### config.mk
export PLATFORM = sky130hd
export DESIGN_NAME = port2_pin_function_mux
export DESIGN_NICKNAME = d
export VERILOG_FILES = /design/src/common/port2_pkg.sv /design/src/rtl/fuse_check.sv /design/src/rtl/pin_sync.sv /design/src/rtl/port2_pin_function_mux.sv
export VERILOG_INCLUDE_DIRS = /design/src /design/src/common
export SDC_FILE = /design/constraint.sdc
export NUM_CORES = 1
export LEC_CHECK = 0
export BUFFER_PORTS_ARGS = -buffer_cell sky130_fd_sc_hd__buf_2
export CAP_MARGIN = 40
export CORE_MARGIN = 1.5
export CORE_UTILIZATION = 47
export DETAILED_ROUTE_END_ITERATION = 8
export HOLD_SLACK_MARGIN = 0.05
export PLACE_DENSITY = 0.76
export SLEW_MARGIN = 0
export SYNTH_ARGS = -nofsm -noshare
export SYNTH_HDL_FRONTEND = slang
export SYNTH_SLANG_ARGS = --single-unit
### constraint.sdc
create_clock -name mclk -period 1.6 [get_ports mclk]
set_input_delay 0.16 -clock mclk [delete_from_list [all_inputs] [get_ports mclk]]
set_output_delay 0.16 -clock mclk [all_outputs]
set_load 0.01 [all_outputs]
### src/common/port2_consts.svh
`ifndef PORT2_CONSTS_SVH
`define PORT2_CONSTS_SVH

// register byte addresses on the apb slave
`define OFS_FUNCTION_SELECT 8'h00
`define OFS_DIRECTION 8'h04
`define OFS_OUTPUT_LATCH 8'h08
`define OFS_INPUT_VALUE 8'h0c
`define OFS_IRQ_ENABLE 8'h10
`define OFS_IRQ_FLAG 8'h14
`define OFS_EDGE_SELECT 8'h18
`define OFS_FUSE_STATUS 8'h1c

// reset values of the port registers
`define RST_FUNCTION_SELECT 8'h00
`define RST_DIRECTION 8'h00
`define RST_OUTPUT_LATCH 8'h00
`define RST_IRQ_ENABLE 8'h00
`define RST_IRQ_FLAG 8'h00
`define RST_EDGE_SELECT 8'h00

// port geometry
`define PORT_BITS 8
`define BONDED_BITS 6
`define BIT_AUX_CLOCK 0
`define BIT_ALT_CLOCK 1
`define BIT_COMPARATOR 2
`define BIT_COMPARE1 3
`define BIT_COMPARE2 4

// synchroniser refill count after reset before pin edges are believed
`define PIN_SETTLE_DONE 2'h3

// fuse status register fields
`define FUSE_ARMED_POS 0
`define FUSE_CHECKING_POS 1
`define FUSE_SENSE_POS 2

`endif

### src/common/port2_pkg.sv
package port2_pkg;

  // fuse check sequence after power-on reset
  typedef enum logic [1:0] {
    fuse_armed,
    fuse_checking,
    fuse_done
  } fuse_state_t;

  typedef logic [7:0] port_byte_t;

endpackage

### src/rtl/fuse_check.sv
`timescale 1ns/10ps
`default_nettype none

// fuse continuity check, armed once per power-on reset
module fuse_check
  import port2_pkg::*;
(
  input wire logic mclk,
  input wire logic nrst,
  input wire logic test_port_access,
  input wire logic test_pin,
  input wire logic fuse_intact,
  output fuse_state_t state,
  output logic fuse_sense_en
);

  logic [1:0] synced;
  logic test_pin_s;
  logic fuse_intact_s;
  fuse_state_t next_state;

  // both levels come from outside the clock domain
  pin_sync #(.WIDTH(2)) u_sync (
    .mclk(mclk),
    .nrst(nrst),
    .async_in({fuse_intact, test_pin}),
    .sync_out(synced)
  );

  assign test_pin_s = synced[0];
  assign fuse_intact_s = synced[1];

  // only the first access after reset starts a check; later ones are ignored
  always_comb begin
    next_state = state;
    case (state)
      fuse_armed: begin
        if (test_port_access) begin
          next_state = fuse_checking;
        end
      end
      fuse_checking: begin
        if (!test_pin_s) begin
          next_state = fuse_done;
        end
      end
      fuse_done: begin
        next_state = fuse_done;
      end
      default: begin
        next_state = fuse_armed;
      end
    endcase
  end

  always_ff @(posedge mclk) begin
    if (!nrst) begin
      state <= fuse_armed;
      fuse_sense_en <= 1'b0;
    end else begin
      state <= next_state;
      // sense current flows only through an intact fuse while checking
      fuse_sense_en <= (next_state == fuse_checking) && fuse_intact_s;
    end
  end

endmodule

`default_nettype wire

### src/rtl/pin_sync.sv
`timescale 1ns/10ps
`default_nettype none

// two-stage synchroniser; the first stage feeds only the second
module pin_sync #(
  parameter int WIDTH = 1
) (
  input wire logic mclk,
  input wire logic nrst,
  input wire logic [WIDTH-1:0] async_in,
  output logic [WIDTH-1:0] sync_out
);

  logic [WIDTH-1:0] meta;

  always_ff @(posedge mclk) begin
    if (!nrst) begin
      meta <= '0;
      sync_out <= '0;
    end else begin
      meta <= async_in;
      sync_out <= meta;
    end
  end

endmodule

`default_nettype wire

### src/rtl/port2_pin_function_mux.sv
// Summary of operation
// - bit 0 peripheral select drives the pin from the auxiliary clock, input unused
// - bit 1 peripheral select drives ground, pin input feeds timer alternate clock
// - bit 2 peripheral select drives comparator result, input feeds capture 0 source b
// - bit 3 peripheral select drives compare unit 1 output, input unused
// - bit 4 peripheral select drives compare unit 2 output, input unused
// - pin output enable always comes from the direction bit
// - unbonded bits 6 and 7 keep all register bits, ground output
// - flags of bits 6 and 7 change only by software writes
// - first test port access after reset starts fuse check, with sense current only while the fuse reads intact
// - test pin returned low ends fuse check and its sense current
`timescale 1ns/10ps
`default_nettype none

`include "port2_consts.svh"

module port2_pin_function_mux
  import port2_pkg::*;
#(
  parameter int PORT_WIDTH = `PORT_BITS,
  parameter int PIN_WIDTH = `BONDED_BITS
) (
  input wire logic mclk,
  input wire logic nrst,
  input wire logic psel,
  input wire logic penable,
  input wire logic pwrite,
  input wire logic [7:0] paddr,
  input wire logic [31:0] pwdata,
  input wire logic [3:0] pstrb,
  output logic [31:0] prdata,
  output logic pready,
  output logic pslverr,
  input wire logic [PIN_WIDTH-1:0] pin_in,
  output logic [PIN_WIDTH-1:0] pin_out,
  output logic [PIN_WIDTH-1:0] pin_oe,
  input wire logic aux_clock,
  input wire logic comparator_result,
  input wire logic compare_unit1_output,
  input wire logic compare_unit2_output,
  output logic timer_alternate_clock_in,
  output logic capture0_source_b,
  output logic irq_request,
  input wire logic test_port_access,
  input wire logic test_pin,
  input wire logic fuse_intact,
  output logic fuse_sense_en
);

  // software visible port registers
  logic [PORT_WIDTH-1:0] port_function_select;
  logic [PORT_WIDTH-1:0] port_direction;
  logic [PORT_WIDTH-1:0] port_output_latch;
  logic [PORT_WIDTH-1:0] port_irq_enable;
  logic [PORT_WIDTH-1:0] port_irq_flag;
  logic [PORT_WIDTH-1:0] port_edge_select;

  // pin sampling
  logic [PIN_WIDTH-1:0] pin_sync_q;
  logic [PIN_WIDTH-1:0] pin_prev;
  logic [PORT_WIDTH-1:0] port_input_value;

  // edge detection
  logic [PIN_WIDTH-1:0] rise_seen;
  logic [PIN_WIDTH-1:0] fall_seen;
  logic [PORT_WIDTH-1:0] edge_event;
  logic [1:0] settle;
  logic edges_live;

  // peripheral output per bit
  logic [PORT_WIDTH-1:0] periph_out;
  logic [PORT_WIDTH-1:0] port_drive;

  // bus decode
  logic setup_phase;
  logic access_phase;
  logic write_strobe;
  logic byte0_written;
  logic hit_function_select;
  logic hit_direction;
  logic hit_output_latch;
  logic hit_input_value;
  logic hit_irq_enable;
  logic hit_irq_flag;
  logic hit_edge_select;
  logic hit_fuse_status;
  logic addr_mapped;
  logic [7:0] wr_byte;
  logic [31:0] read_mux;
  logic [PORT_WIDTH-1:0] next_irq_flag;

  // fuse check
  fuse_state_t fuse_state;
  logic [7:0] fuse_status;

  // pins come from outside the clock domain
  pin_sync #(.WIDTH(PIN_WIDTH)) u_pin_sync (
    .mclk(mclk),
    .nrst(nrst),
    .async_in(pin_in),
    .sync_out(pin_sync_q)
  );

  // fuse continuity check on the test port
  fuse_check u_fuse_check (
    .mclk(mclk),
    .nrst(nrst),
    .test_port_access(test_port_access),
    .test_pin(test_pin),
    .fuse_intact(fuse_intact),
    .state(fuse_state),
    .fuse_sense_en(fuse_sense_en)
  );

  // unbonded bits read as zero since nothing drives them
  assign port_input_value = {{(PORT_WIDTH-PIN_WIDTH){1'b0}}, pin_sync_q};

  // apb phase decode
  assign setup_phase = psel && !penable;
  assign access_phase = psel && penable;
  assign write_strobe = access_phase && pwrite;
  assign byte0_written = write_strobe && pstrb[0];
  assign wr_byte = pwdata[7:0];

  // address decode, one aligned word per register
  assign hit_function_select = (paddr == `OFS_FUNCTION_SELECT);
  assign hit_direction = (paddr == `OFS_DIRECTION);
  assign hit_output_latch = (paddr == `OFS_OUTPUT_LATCH);
  assign hit_input_value = (paddr == `OFS_INPUT_VALUE);
  assign hit_irq_enable = (paddr == `OFS_IRQ_ENABLE);
  assign hit_irq_flag = (paddr == `OFS_IRQ_FLAG);
  assign hit_edge_select = (paddr == `OFS_EDGE_SELECT);
  assign hit_fuse_status = (paddr == `OFS_FUSE_STATUS);
  assign addr_mapped = hit_function_select || hit_direction || hit_output_latch ||
                       hit_input_value || hit_irq_enable || hit_irq_flag ||
                       hit_edge_select || hit_fuse_status;

  // fuse status shows the check sequence to software
  assign fuse_status = {5'h00,
                        fuse_sense_en,
                        (fuse_state == fuse_checking),
                        (fuse_state == fuse_armed)};

  // read selection; upper bits read zero
  assign read_mux =
    hit_function_select ? {24'h000000, port_function_select} :
    hit_direction ? {24'h000000, port_direction} :
    hit_output_latch ? {24'h000000, port_output_latch} :
    hit_input_value ? {24'h000000, port_input_value} :
    hit_irq_enable ? {24'h000000, port_irq_enable} :
    hit_irq_flag ? {24'h000000, port_irq_flag} :
    hit_edge_select ? {24'h000000, port_edge_select} :
    hit_fuse_status ? {24'h000000, fuse_status} :
    32'h00000000;

  // zero wait states; unmapped addresses answer with an error
  assign pready = 1'b1;
  assign pslverr = access_phase && !addr_mapped;

  // read data is captured during setup so the access phase sees a flop
  always_ff @(posedge mclk) begin
    if (!nrst) begin
      prdata <= 32'h00000000;
    end else if (setup_phase && !pwrite) begin
      prdata <= read_mux;
    end
  end

  // plain read/write registers; only byte lane 0 carries data
  always_ff @(posedge mclk) begin
    if (!nrst) begin
      port_function_select <= `RST_FUNCTION_SELECT;
      port_direction <= `RST_DIRECTION;
      port_output_latch <= `RST_OUTPUT_LATCH;
      port_irq_enable <= `RST_IRQ_ENABLE;
      port_edge_select <= `RST_EDGE_SELECT;
    end else if (byte0_written) begin
      if (hit_function_select) begin
        port_function_select <= wr_byte;
      end
      if (hit_direction) begin
        port_direction <= wr_byte;
      end
      if (hit_output_latch) begin
        port_output_latch <= wr_byte;
      end
      if (hit_irq_enable) begin
        port_irq_enable <= wr_byte;
      end
      if (hit_edge_select) begin
        port_edge_select <= wr_byte;
      end
    end
  end

  // previous synced level for edge detection
  always_ff @(posedge mclk) begin
    if (!nrst) begin
      pin_prev <= '0;
    end else begin
      pin_prev <= pin_sync_q;
    end
  end

  // the synchroniser restarts from zero at reset, so a pin already high would
  // look like a rising edge; edges count only once the chain holds real levels
  always_ff @(posedge mclk) begin
    if (!nrst) begin
      settle <= 2'h0;
    end else if (settle != `PIN_SETTLE_DONE) begin
      settle <= settle + 2'h1;
    end
  end

  assign edges_live = (settle == `PIN_SETTLE_DONE);

  // edge select clear picks rising, set picks falling
  assign rise_seen = {PIN_WIDTH{edges_live}} & pin_sync_q & ~pin_prev;
  assign fall_seen = {PIN_WIDTH{edges_live}} & ~pin_sync_q & pin_prev;
  assign edge_event = {{(PORT_WIDTH-PIN_WIDTH){1'b0}},
                       (rise_seen & ~port_edge_select[PIN_WIDTH-1:0]) |
                       (fall_seen & port_edge_select[PIN_WIDTH-1:0])};

  // a hardware edge wins over a software clear in the same cycle
  always_comb begin
    next_irq_flag = port_irq_flag;
    if (byte0_written && hit_irq_flag) begin
      next_irq_flag = wr_byte;
    end
    next_irq_flag = next_irq_flag | edge_event;
  end

  always_ff @(posedge mclk) begin
    if (!nrst) begin
      port_irq_flag <= `RST_IRQ_FLAG;
    end else begin
      port_irq_flag <= next_irq_flag;
    end
  end

  // one request line while any enabled flag stands
  assign irq_request = |(port_irq_flag & port_irq_enable);

  // peripheral output of each bit; ground where none is attached
  always_comb begin
    periph_out = '0;
    periph_out[`BIT_AUX_CLOCK] = aux_clock;
    periph_out[`BIT_COMPARATOR] = comparator_result;
    periph_out[`BIT_COMPARE1] = compare_unit1_output;
    periph_out[`BIT_COMPARE2] = compare_unit2_output;
  end

  // the pin path stays combinational so the clock and timer edges pass undelayed
  assign port_drive = (port_function_select & periph_out) |
                      (~port_function_select & port_output_latch);
  assign pin_out = port_drive[PIN_WIDTH-1:0];

  // drivers are enabled by direction only, never by a peripheral
  assign pin_oe = port_direction[PIN_WIDTH-1:0];

  // inputs routed to the timer only while the bit is in peripheral use
  assign timer_alternate_clock_in =
    port_function_select[`BIT_ALT_CLOCK] && pin_sync_q[`BIT_ALT_CLOCK];
  assign capture0_source_b =
    port_function_select[`BIT_COMPARATOR] && pin_sync_q[`BIT_COMPARATOR];

endmodule

`default_nettype wire

==> impl_metrics.py, run 1 <==
metrics = {
    "routing": {
        "vias_per_cell": 5.359,
        "detail_route.first_pass.iterations": 4,
        "route.top_layer_used": "met4",
        "met1Wirelength_mm": 4.295,
        "wl_met3_um": 507,
        "antenna_violating_nets_post_route": 0,
        "post-route-drc-count": 0,
        "wire_length_reported_by_the_detailed_router_mm": 9.375,
        "num_vias": 3296,
        "starting_drt_drc_count": 142,
        "met2_wirelength_mm": 4.367,
        "route.detailed.wl_per_inst_um": 15.24,
    },
    "floorplanning": {
        "number_of_top_level_pins": 112,
        "floorplan.die.height_um": 95.52,
        "core.rowCount": 33,
        "core-area_sq_um": 8258,
        "fp.dieW_um": 95.52,
        "start_util_pct": 48.71,
        "design.die.area_sq_um": 9123,
    },
    "critical_path": {
        "setup.worst_path.class": "register to primary output",
        "worstPathRequired_ns": 1.44,
        "critPathLaunchType": "register",
        "cp-startpoint": "port_irq_enable[6]$_SDFFE_PN0P_",
        "arrival_worst_endpoint_ns": 1.32,
        "critical_path.max_fanout": 3,
        "critPathCaptureType": "primary output",
        "crit-reg2reg-launch": "u_fuse_check.state[0]$_SDFF_PN0_",
    },
    "sta": {
        "grt_setup_unrepaired": "false",
        "finalHoldViolCount": 0,
        "clock.fmax_ghz": 0.6762,
        "final_max_tran_viols": 0,
        "fin_crit_sh_pct": 92.43,
        "period_minus_slack_ns": 1.479,
        "timing.final.setup_violations": 0,
        "postLayoutSetupSlackWorst_ns": 0.1212,
        "fin_worst_skew_ns": 0.01415,
    },
    "pwr": {
        "power.net_switching_mw": 1.009,
        "clkPwrFrac_pct": 40.5,
        "switching_share_pct": 23.90,
        "cellInternalPower_mw": 3.213,
        "share_comb_of_total_power_pct": 8.8,
        "power_frac_seq_pct": 50.7,
        "power.static_leakage_nw": 2.184,
        "power_mw": 4.223,
        "p_per_area_nw_per_um2": 878.0,
        "vdd_ir_drop_max_mv": 0.7927,
    },
    "clock_tree": {
        "clkLatencyLatePin_ns": 0.36,
        "post_cts_hold_buffer_count": 8,
        "setup_bufs_post_cts": 0,
        "clock_sink_count": 83,
        "tritoncts": "yes",
        "clk_path_buf_depth": 2,
        "cts_htree_levels": 3,
        "postcts_resize_cnt": 0,
        "cts.clk_slew.worst_paths_ns": 0.09,
        "numCtsBuffers": 9,
        "clock_tree.root_cell": "sky130_fd_sc_hd__clkbuf_8",
    },
    "grt": {
        "vias_in_the_first_global_route": 3144,
        "grt.overflow.total": 0,
        "total_routing_usage_reported_by_global_routing_pct": 21.83,
        "grt_start_max_net_pins": 35,
        "grt_first_pass_wirelength_mm": 15.04,
        "antenna_found_initial": 0,
    },
    "yosys": {
        "yosys-mux-area-fraction_pct": 14.25,
        "ys_warn_count": 0,
        "ys_types": 47,
        "synth_area_in_compound_gates_pct": 12.13,
        "synth_async_sr_flop_share_pct": 0,
        "post_synth_inst_count": 419,
        "post_synth_and_or_nand_nor_area_fraction_pct": 23.02,
        "synth_area_per_cell_sq_um": 9.600,
        "xor_xnor_share_of_the_synthesized_area_pct": 0.2177,
        "synth_adder_area_share_pct": 0.3110,
        "largest_family_of_logic_cells_by_synthesized_area": "simple AND/OR/NAND/NOR gates",
        "yosysSeqAreaShare_pct": 41.31,
        "postSynth.topFlopCell": "sky130_fd_sc_hd__dfxtp_1",
        "ys_ff_latch": 83,
        "synth-edff-count": 0,
        "synth.cell_area_sq_um": 4023,
    },
    "finish": {
        "drive_gt1_share_pct": 24.71,
        "areaGrowthSynthToFinish_pct": 19.56,
        "final_nets": 568,
        "layout.filler_cells": 710,
        "antennaDiodeCount": 0,
    },
    "worst_hold_path": {
        "min-delay-start": "pwdata[3]",
        "tightest_hold_check_type": "primary input to register",
    },
    "job": {
        "cap_violations": 0,
    },
    "place": {
        "finalWeightedCongestion": 0.9273,
        "placement.setup.worst_slack_ns": -0.1649,
        "detailed_place_hpwl_mm": 6.756,
        "port_buffers": 59,
    },
    "run_status": {
        "run_status": "finished clean",
    },
}
synthesized netlist by cell type, types with 3 or more instances:
| cell type | number | share of area (%) |
|---|---|---|
| sky130_fd_sc_hd__o21ai_0 | 9 | 1.1 |
| sky130_fd_sc_hd__a21oi_1 | 13 | 1.6 |
| sky130_fd_sc_hd__nand2b_1 | 3 | 0.47 |
| sky130_fd_sc_hd__a22o_1 | 3 | 0.65 |
| sky130_fd_sc_hd__a32oi_1 | 4 | 0.87 |
| sky130_fd_sc_hd__o2bb2ai_1 | 3 | 0.65 |
| sky130_fd_sc_hd__o211ai_1 | 8 | 1.5 |
| sky130_fd_sc_hd__or4_1 | 7 | 1.3 |
| sky130_fd_sc_hd__inv_1 | 4 | 0.37 |
| sky130_fd_sc_hd__mux2_2 | 6 | 1.7 |
| sky130_fd_sc_hd__and2_1 | 29 | 4.5 |
| sky130_fd_sc_hd__nand3_1 | 11 | 1.4 |
| sky130_fd_sc_hd__nor3b_1 | 8 | 1.5 |
| sky130_fd_sc_hd__a221oi_1 | 4 | 0.87 |
| sky130_fd_sc_hd__nor2b_1 | 44 | 6.8 |
| sky130_fd_sc_hd__dfxtp_1 | 83 | 41 |
| sky130_fd_sc_hd__a21boi_0 | 14 | 2.6 |
| sky130_fd_sc_hd__a22oi_1 | 6 | 1.1 |
| sky130_fd_sc_hd__nand4_1 | 5 | 0.78 |
| sky130_fd_sc_hd__nand2_1 | 19 | 1.8 |
| sky130_fd_sc_hd__clkbuf_1 | 16 | 1.5 |
| sky130_fd_sc_hd__mux2i_1 | 46 | 11 |
| sky130_fd_sc_hd__nor2_1 | 12 | 1.1 |
| sky130_fd_sc_hd__buf_4 | 32 | 6.0 |
worst max-delay path, stage by stage (launching register included):
cell,delay [ns]
sky130_fd_sc_hd__dfxtp_1,0.34
sky130_fd_sc_hd__a22oi_1,0.25
sky130_fd_sc_hd__nand4_1,0.19
sky130_fd_sc_hd__buf_2,0.19
sequential cells by signal, summed over array words and instances, names as in the netlist, 2 cells and up:
register and flops:
port_direction 8, port_edge_select 8, port_function_select 8, port_irq_enable 8, port_irq_flag 8, port_output_latch 8
prdata 8, pin_prev 6, u_pin_sync.meta 6, u_pin_sync.sync_out 6, settle 2, u_fuse_check.state 2
u_fuse_check.u_sync.meta 2, u_fuse_check.u_sync.sync_out 2
layout by cell type, fill, tap and decap left out, drive strengths merged, types with 3 or more instances in the layout:
| cell | instances |
|---|---|
| mux2 | 6 |
| nor2 | 12 |
| dfxtp | 83 |
| clkbuf | 11 |
| a32oi | 4 |
| nor4 | 3 |
| a21oi | 13 |
| mux2i | 46 |
| nand4 | 5 |
| o2bb2ai | 3 |
| and2 | 29 |
| conb | 25 |
| inv | 5 |
| nor2b | 44 |
| nor3b | 8 |
| nand2 | 19 |
| a221oi | 4 |
| a22oi | 6 |
| o211ai | 8 |
| a21boi | 14 |
| or4 | 8 |
| nand2b | 3 |
| o21ai | 9 |
| dlygate4sd3 | 8 |
| a22o | 3 |
| nand3 | 11 |
| buf | 97 |
path summary, 6_finish.rpt:
path,end,cells past startpoint,slack (ns)
setup reg to reg,prdata[0]$_SDFFE_PN0P_,4,0.15
setup / recovery,irq_request,3,0.12
hold / removal,port_function_select[3]$_SDFFE_PN0P_,3,0.12
hold reg to reg,u_pin_sync.sync_out[4]$_SDFF_PN0_,1,0.44
cell families (layout without fill, tap and decap cells):
| logic type | after synthesis | count (layout) |
|---|---|---|
| compound gates | 70 | 70 |
| xor+xnor | 1 | 1 |
| fa+ha+maj | 1 | 1 |
| buf+inv | 57 | 125 |
| flops | 83 | 83 |
| mux | 54 | 54 |
| other cells | 2 | 25 |
| simple gates | 151 | 151 |
layout make-up:
class	instances	area [sq um]	area share (%)
flip-flops and latches	83	1662	34.55
clock inverters	5	85.08	1.769
well taps	105	131.4	2.732
repair buffers	105	673.1	14.00
clock buffers	11	141.4	2.940
multi-input cells	302	2102	43.70
inverters	4	15.01	0.3122
power by group through the flow:
stage	sequential (mW)	clock (mW)	combinational, mW
finish	2.14	1.71	0.372
global route	2.15	1.82	0.413
CTS	2.14	1.75	0.370
detailed placement	2.19	0	0.354
global placement	2.18	0	0.345
floorplan	2.18	0	0.247
through the flow:
stage          cell area [sq um]  instances  TNS [ns]  hold WS, ns  utilization [%]
6_report                    4810        615         0       0.1175            58.24
2_1_floorplan               4109        442         0       0.2873                -
3_3_place_gp                4503        591   -0.7644       0.3656            54.53
5_1_grt                     4810        615         0       0.1248            58.24
3_5_place_dp                4503        591    -1.126       0.3690            54.53
4_1_cts                     4810        615         0       0.1009            58.24
routing by layer:
| layer | track usage (%) | vias up |
|---|---|---|
| met2 | 36.41 | 115 |
| li1 | - | 1599 |
| met4 | 10.29 | 0 |
| met3 | 4.147 | 17 |
| met5 | 0 | - |
| met1 | 27.03 | 1565 |
Note: power is estimated with default switching activity, not from simulation.
==> run 2, diff against run 1 <==
- ABC_AREA: default -> 1
- HOLD_SLACK_MARGIN: 0.05 -> 0.15
==> run 2 against run 1 <==
Sequential share of layout area rose by 1.4 points. Via count is 8.3% higher. Setup slack got worse by 0.040 ns. Sequential cell count unchanged. Clock skew is 0.0064 ns lower. Wire length fell by 1.6%. Combinational power shrank 9.7%. Global-route usage is 0.22 points lower. Clock power about the same. Die area is 1.5% lower. Hold slack better by 0.046 ns.
==> impl_metrics.py, run 2 <==
metrics = {
    "routing": {
        "post-route-drc-count": 0,
        "route.detailed.wl_per_inst_um": 12.63,
        "wire_length_reported_by_the_detailed_router_mm": 9.221,
        "starting_drt_drc_count": 310,
        "detail_route.first_pass.iterations": 6,
        "num_vias": 3571,
        "vias_per_cell": 4.892,
        "antenna_violating_nets_post_route": 0,
    },
    "job": {
        "cap_violations": 0,
    },
    "yosys": {
        "yosys.area.top_type_share_pct": 41.93,
        "synth_top_cell_by_area": "sky130_fd_sc_hd__dfxtp_1",
        "ys_types": 32,
        "yosysSeqAreaShare_pct": 41.93,
        "synth_area_per_cell_sq_um": 7.218,
        "synth.cell_area_sq_um": 3963,
        "ys_ff_latch": 83,
        "ys_warn_count": 0,
        "synth_async_sr_flop_share_pct": 0,
        "synth-edff-count": 0,
        "post_synth_inst_count": 549,
        "post-synth-top-count-cell": "sky130_fd_sc_hd__nand2_1",
        "postSynth.topFlopCell": "sky130_fd_sc_hd__dfxtp_1",
        "synth_top_cells_by_area": "sky130_fd_sc_hd__dfxtp_1 (42%), sky130_fd_sc_hd__nand2_1 (8.5%), sky130_fd_sc_hd__a21oi_1 (7.6%)",
        "post_synth_most_frequent_cells": "sky130_fd_sc_hd__nand2_1 (90), sky130_fd_sc_hd__dfxtp_1 (83), sky130_fd_sc_hd__inv_1 (75)",
    },
    "sta": {
        "clock.fmax_ghz": 0.6584,
        "final_max_tran_viols": 0,
        "fin_crit_sh_pct": 94.93,
        "grt_setup_unrepaired": "false",
        "timing.final.setup_violations": 0,
        "period_minus_slack_ns": 1.519,
        "finalHoldViolCount": 0,
        "timing.slew.headroom_pct": 63.27,
        "fin_worst_skew_ns": 0.007756,
        "totalNegativeSetupSlack_ns": 0,
        "max_slew.worst_pin.slew_ns": 0.5510,
    },
    "finish": {
        "final_nets": 683,
        "most_common_cell_after_layout_fill_and_taps_aside": "sky130_fd_sc_hd__nand2_1",
        "areaGrowthSynthToFinish_pct": 16.67,
        "drive_gt1_share_pct": 20.16,
        "antennaDiodeCount": 0,
        "layout_common_cells": "sky130_fd_sc_hd__nand2_1 (90), sky130_fd_sc_hd__dfxtp_1 (82), sky130_fd_sc_hd__inv_1 (73)",
        "final_cell_count_no_fill": 730,
        "layout.filler_cells": 747,
    },
    "critical_path": {
        "crit-reg2reg-launch": "settle[0]$_SDFFE_PN0P_",
        "crit_end": "irq_request",
        "critical_path.max_fanout": 3,
        "setup.worst_path.class": "register to primary output",
        "critPathCaptureType": "primary output",
        "regToRegSetupSlack_ns": 0.37,
        "r2r_end": "port_irq_flag[5]$_SDFF_PN0_",
        "worst-r2r-cell-count": 5,
        "cp-startpoint": "port_irq_flag[2]$_SDFF_PN0_",
        "arrival_worst_endpoint_ns": 1.36,
        "worstPathRequired_ns": 1.44,
        "critPathLaunchType": "register",
    },
    "place": {
        "finalWeightedCongestion": 0.8802,
        "port_buffers": 59,
        "place.detailed.instances": 698,
        "detailed_place_hpwl_mm": 6.696,
    },
    "run_status": {
        "run_status": "finished clean",
    },
    "worst_hold_path": {
        "worst_hold_path.num_cells": 3,
        "tightest_hold_check_type": "primary input to register",
    },
    "clock_tree": {
        "cts.clk_slew.worst_paths_ns": 0.08,
        "clock_tree.root_cell": "sky130_fd_sc_hd__clkbuf_8",
        "tritoncts": "yes",
        "clk_path_buf_depth": 2,
        "setup_bufs_post_cts": 0,
        "cts_htree_levels": 3,
        "clock_sink_count": 83,
        "numCtsBuffers": 9,
        "clkLatencyLatePin_ns": 0.36,
    },
    "floorplanning": {
        "floorplan.die.height_um": 94.82,
        "number_of_top_level_pins": 112,
        "design.die.area_sq_um": 8991,
        "core-area_sq_um": 8175,
        "fp.dieW_um": 94.82,
        "core.rowCount": 33,
        "start_util_pct": 48.47,
    },
    "pwr": {
        "power.static_leakage_nw": 2.213,
        "p_per_area_nw_per_um2": 907.9,
        "vdd_ir_drop_max_mv": 0.7553,
    },
    "grt": {
        "grt_first_pass_wirelength_mm": 14.81,
        "antenna_found_initial": 0,
        "grt.overflow.total": 0,
        "total_routing_usage_reported_by_global_routing_pct": 21.61,
        "vias_in_the_first_global_route": 3227,
        "grt_start_max_net_pins": 39,
    },
}
[run 2: changes by cell type in the layout (fill, tap and decap cells not counted), moves of 11 or more]
cell / change
sky130_fd_sc_hd__nand2_1: +71
sky130_fd_sc_hd__inv_1: +69
sky130_fd_sc_hd__a21oi_1: +46
sky130_fd_sc_hd__mux2i_1: -46
sky130_fd_sc_hd__nor2_1: +44
sky130_fd_sc_hd__nor2b_1: -44
sky130_fd_sc_hd__o21ai_0: +42
sky130_fd_sc_hd__and2_1: -29
sky130_fd_sc_hd__buf_4: -26
sky130_fd_sc_hd__a21boi_0: -14
sky130_fd_sc_hd__nand3_1: +13
sky130_fd_sc_hd__inv_2: +11
[run 2: metal layers]
layer / share of wire [%] / wire [um] / up-vias / track usage, %
li1: - / - / 1824 / -
met2: 49 / 4520 / 130 / 37.14
met5: 0 / 0 / - / 0
met4: 2.0 / 180 / 0 / 6.716
met1: 43 / 3957 / 1595 / 26.09
met3: 6.1 / 563 / 22 / 5.878
[run 2: timing repair]
action,CTS,global route
gates resized for setup,0,4
hold buffers,16,0
endpoints found under the hold margin,20,0
setup endpoints to repair,0,1
[run 2: kinds of logic after synthesis]
group / Yosys count / synth area share (%)
AO/OA/AOI/OAI: 124 / 16.45
XOR/XNOR: 1 / 0.2211
adder cells (fa/ha/maj): 1 / 0.3157
buffers and inverters: 133 / 16.32
flip-flops: 83 / 41.93
other: 2 / 0.1895
AND/OR/NAND/NOR: 205 / 24.57
[run 2: worst min path at each step]
stage	startpoint	slack, ns	end
final	pwdata[0]	0.16	port_direction[0]$_SDFFE_PN0P_
after global routing	pwdata[0]	0.17	port_output_latch[0]$_SDFFE_PN0P_
after CTS	pwdata[0]	0.15	port_direction[0]$_SDFFE_PN0P_
after detailed placement	pin_in[0]	0.35	u_pin_sync.meta[0]$_SDFF_PN0_
after global placement	pin_in[1]	0.34	u_pin_sync.meta[1]$_SDFF_PN0_
after floorplan	test_pin	0.26	u_fuse_check.u_sync.meta[0]$_SDFF_PN0_
[run 2: report_power, final]
part           total, mW  internal [mW]  leakage [nW]  switching [mW]
Sequential          2.14           2.11         0.674          0.0279
Combinational      0.336          0.125          1.43           0.211
Clock               1.72          0.908         0.114           0.815
Total               4.20           3.14          2.21            1.05
[run 2: worst max-delay path, cell delays in order, from the launching register on]
cell and delay (ns):
sky130_fd_sc_hd__dfxtp_2 0.34, sky130_fd_sc_hd__a22o_1 0.23, sky130_fd_sc_hd__a21oi_2 0.11, sky130_fd_sc_hd__nand4_1 0.15, sky130_fd_sc_hd__buf_2 0.18
[run 2: area by class of cell]
cell class | count | area [sq um] | area share (%)
sequential | 83 | 1663 | 35.97
clock inverter | 7 | 107.6 | 2.327
tap | 105 | 131.4 | 2.842
timing repair buffer | 86 | 538.0 | 11.64
multi-input combinational | 356 | 1744 | 37.73
clock buffer | 9 | 123.9 | 2.679
inverter | 84 | 315.3 | 6.820
[run 2: stage by stage]
stage	cell area [sq um]	hold WS (ns)	worst slack (ns)	power [mW]	util, %
final	4623	0.1635	0.08113	4.197	56.55
after global routing	4623	0.1679	0.0001764	4.370	56.55
after CTS	4618	0.1540	0.03556	4.215	56.49
after detailed placement	4227	0.3474	0.1391	2.491	51.70
after global placement	4227	0.3401	0.1687	2.479	51.70
after floorplan	4049	0.2576	0.3943	2.423	-
==> run 3, diff against run 2 <==
- ABC_AREA: 1 -> default
==> run 3 against run 2 <==
Hold slack improved by 0.082 ns. Sequential share of layout area fell by 2.1 points. Global-route usage rose by 0.37 points. Clock skew rose by 0.0068 ns. Combinational power rose by 16%. Total power rose by 1.1%. Die area rose by 1.5%. Wire length rose by 2.4%. Non-clock buffer count rose by 28. Fmax rose by 1.6%. Via count fell by 7.9%. Core utilization rose by 2.8 points. Critical endpoint unchanged. Largest cell class unchanged.
==> impl_metrics.py, run 3 (synthesized netlist as in run 1, its figures left out) <==
metrics = {
    "place": {
        "place.detailed.instances": 591,
        "detailed_place_hpwl_mm": 6.756,
        "detailed_place.area_sq_um": 4503,
        "finalWeightedCongestion": 0.9273,
        "port_buffers": 59,
    },
    "routing": {
        "vias_per_cell": 5.271,
        "post-route-drc-count": 0,
        "detail_route.first_pass.iterations": 4,
        "wire_length_reported_by_the_detailed_router_mm": 9.439,
        "starting_drt_drc_count": 126,
        "route.detailed.wl_per_inst_um": 15.13,
        "num_vias": 3289,
        "antenna_violating_nets_post_route": 0,
    },
    "finish": {
        "fin_util_pct": 59.33,
        "areaGrowthSynthToFinish_pct": 21.80,
        "antennaDiodeCount": 0,
        "drive_gt1_share_pct": 24.28,
        "layout_common_cells": "sky130_fd_sc_hd__dfxtp_1 (83), sky130_fd_sc_hd__buf_2 (59), sky130_fd_sc_hd__mux2i_1 (46)",
        "final_cell_count_no_fill": 624,
        "final_nets": 577,
        "most_common_cell_after_layout_fill_and_taps_aside": "sky130_fd_sc_hd__dfxtp_1",
        "layout.cell_area.non_filler_sq_um": 4900,
    },
    "floorplanning": {
        "design.die.area_sq_um": 9123,
        "number_of_top_level_pins": 112,
        "core-area_sq_um": 8258,
        "floorplan.die.height_um": 95.52,
        "core.rowCount": 33,
        "start_util_pct": 48.71,
        "fp.dieW_um": 95.52,
    },
    "pwr": {
        "power.static_leakage_nw": 2.222,
        "vdd_ir_drop_max_mv": 0.8028,
        "p_per_area_nw_per_um2": 866.1,
        "power_mw": 4.244,
    },
    "critical_path": {
        "critical-path-top-delay-family": "flip-flops",
        "cp.depth": 3,
        "setup.worst_path.class": "register to primary output",
        "critPathLaunchType": "register",
        "crit-reg2reg-launch": "u_fuse_check.state[0]$_SDFF_PN0_",
        "cp-startpoint": "port_irq_enable[6]$_SDFFE_PN0P_",
        "slowest_library_cell_on_the_worst_path": "sky130_fd_sc_hd__dfxtp_1",
        "r2r_end": "prdata[0]$_SDFFE_PN0P_",
        "worstPathRequired_ns": 1.44,
        "critPathCaptureType": "primary output",
        "regToRegSetupSlack_ns": 0.16,
        "path_cells": "a22oi_1 -> nand4_1 -> buf_2",
        "arrival_worst_endpoint_ns": 1.34,
        "worst-path-buf-inv": 1,
        "worst-r2r-cell-count": 4,
        "critical_path.max_fanout": 3,
        "crit_path_max_incr_delay_ns": 0.34,
        "crit_end": "irq_request",
    },
    "clock_tree": {
        "clock_sink_count": 83,
        "tritoncts": "yes",
        "clk_path_buf_depth": 2,
        "cts_htree_levels": 3,
        "cts.clk_slew.worst_paths_ns": 0.09,
        "numCtsBuffers": 9,
        "clkLatencyLatePin_ns": 0.36,
        "setup_bufs_post_cts": 0,
        "clock_tree.root_cell": "sky130_fd_sc_hd__clkbuf_8",
    },
    "grt": {
        "vias_in_the_first_global_route": 3183,
        "busiest_layer": "met2",
        "use_met1_pct": 27.08,
        "groute.layer.met3.usage_pct": 4.147,
        "global_route.usage.met2_pct": 36.88,
        "antenna_found_initial": 0,
        "grt_start_max_net_pins": 35,
        "grt_first_pass_wirelength_mm": 15.12,
        "grt.overflow.total": 0,
        "total_routing_usage_reported_by_global_routing_pct": 21.98,
    },
    "sta": {
        "clock.fmax_ghz": 0.6688,
        "final_max_tran_viols": 0,
        "grt_setup_unrepaired": "false",
        "fin_crit_sh_pct": 93.45,
        "finalHoldViolCount": 0,
        "fin_worst_skew_ns": 0.01459,
        "timing.final.setup_violations": 0,
        "totalNegativeSetupSlack_ns": 0,
        "period_minus_slack_ns": 1.495,
    },
    "run_status": {
        "run_status": "finished clean",
    },
    "worst_hold_path": {
        "tightest_hold_check_type": "primary input to register",
    },
    "job": {
        "cap_violations": 0,
    },
}
## run 3: changes by cell type in the layout (fill, tap and decap cells not counted), sizes merged, moves of 27 or more
cell / before / now
nand2: 101 / 19
mux2i: 0 / 46
o21ai: 53 / 9
nor2b: 0 / 44
a21oi: 62 / 13
nor2: 66 / 12
buf: 70 / 97
inv: 87 / 5
and2: 0 / 29
## run 3: layer usage
metal,part of all wire [%],routed length [um]
met5,0,0
met1,47,4395
met2,46,4352
met4,2.2,204
met3,5.1,486
## run 3: metrics by stage
step	worst slack [ns]	hold WS, ns
3_3_place_gp	-0.1246	0.3656
5_1_grt	0.05579	0.2546
4_1_cts	0.1266	0.2297
3_5_place_dp	-0.1649	0.3690
2_1_floorplan	0.009729	0.2873
6_report	0.1048	0.2451
## run 3: what timing repair did
| action | 4_1_cts | 5_1_grt |
|---|---|---|
| hold buffers | 17 | 0 |
| hold endpoints to repair | 20 | 0 |
| resized for setup | 0 | 0 |
## run 3: how the worst min path moves through the flow
stage	cells past startpoint	from	slack (ns)	to
4_1_cts	2	nrst	0.23	port_irq_flag[3]$_SDFF_PN0_
2_1_floorplan	1	test_pin	0.29	u_fuse_check.u_sync.meta[0]$_SDFF_PN0_
5_1_grt	2	nrst	0.25	port_irq_flag[1]$_SDFF_PN0_
3_3_place_gp	2	pin_in[1]	0.37	u_pin_sync.meta[1]$_SDFF_PN0_
3_5_place_dp	2	pin_in[1]	0.37	u_pin_sync.meta[1]$_SDFF_PN0_
6_report	2	nrst	0.25	port_irq_flag[3]$_SDFF_PN0_
## run 3: layout make-up
cell class,instances,area [sq um]
Fill cell,705,3358
Multi-Input combinational cell,302,2102
Sequential cell,83,1662
Timing Repair Buffer,114,763.2
Clock buffer,11,141.4
Tap cell,105,131.4
Clock inverter,5,85.08
Inverter,4,15.01
## run 3: power by group
group / leakage, nW / internal [mW] / total [mW] / switching, mW
clock network: 0.110 / 0.931 / 1.72 / 0.785
registers: 0.674 / 2.11 / 2.14 / 0.0300
logic: 1.44 / 0.188 / 0.389 / 0.201
total: 2.22 / 3.23 / 4.24 / 1.02
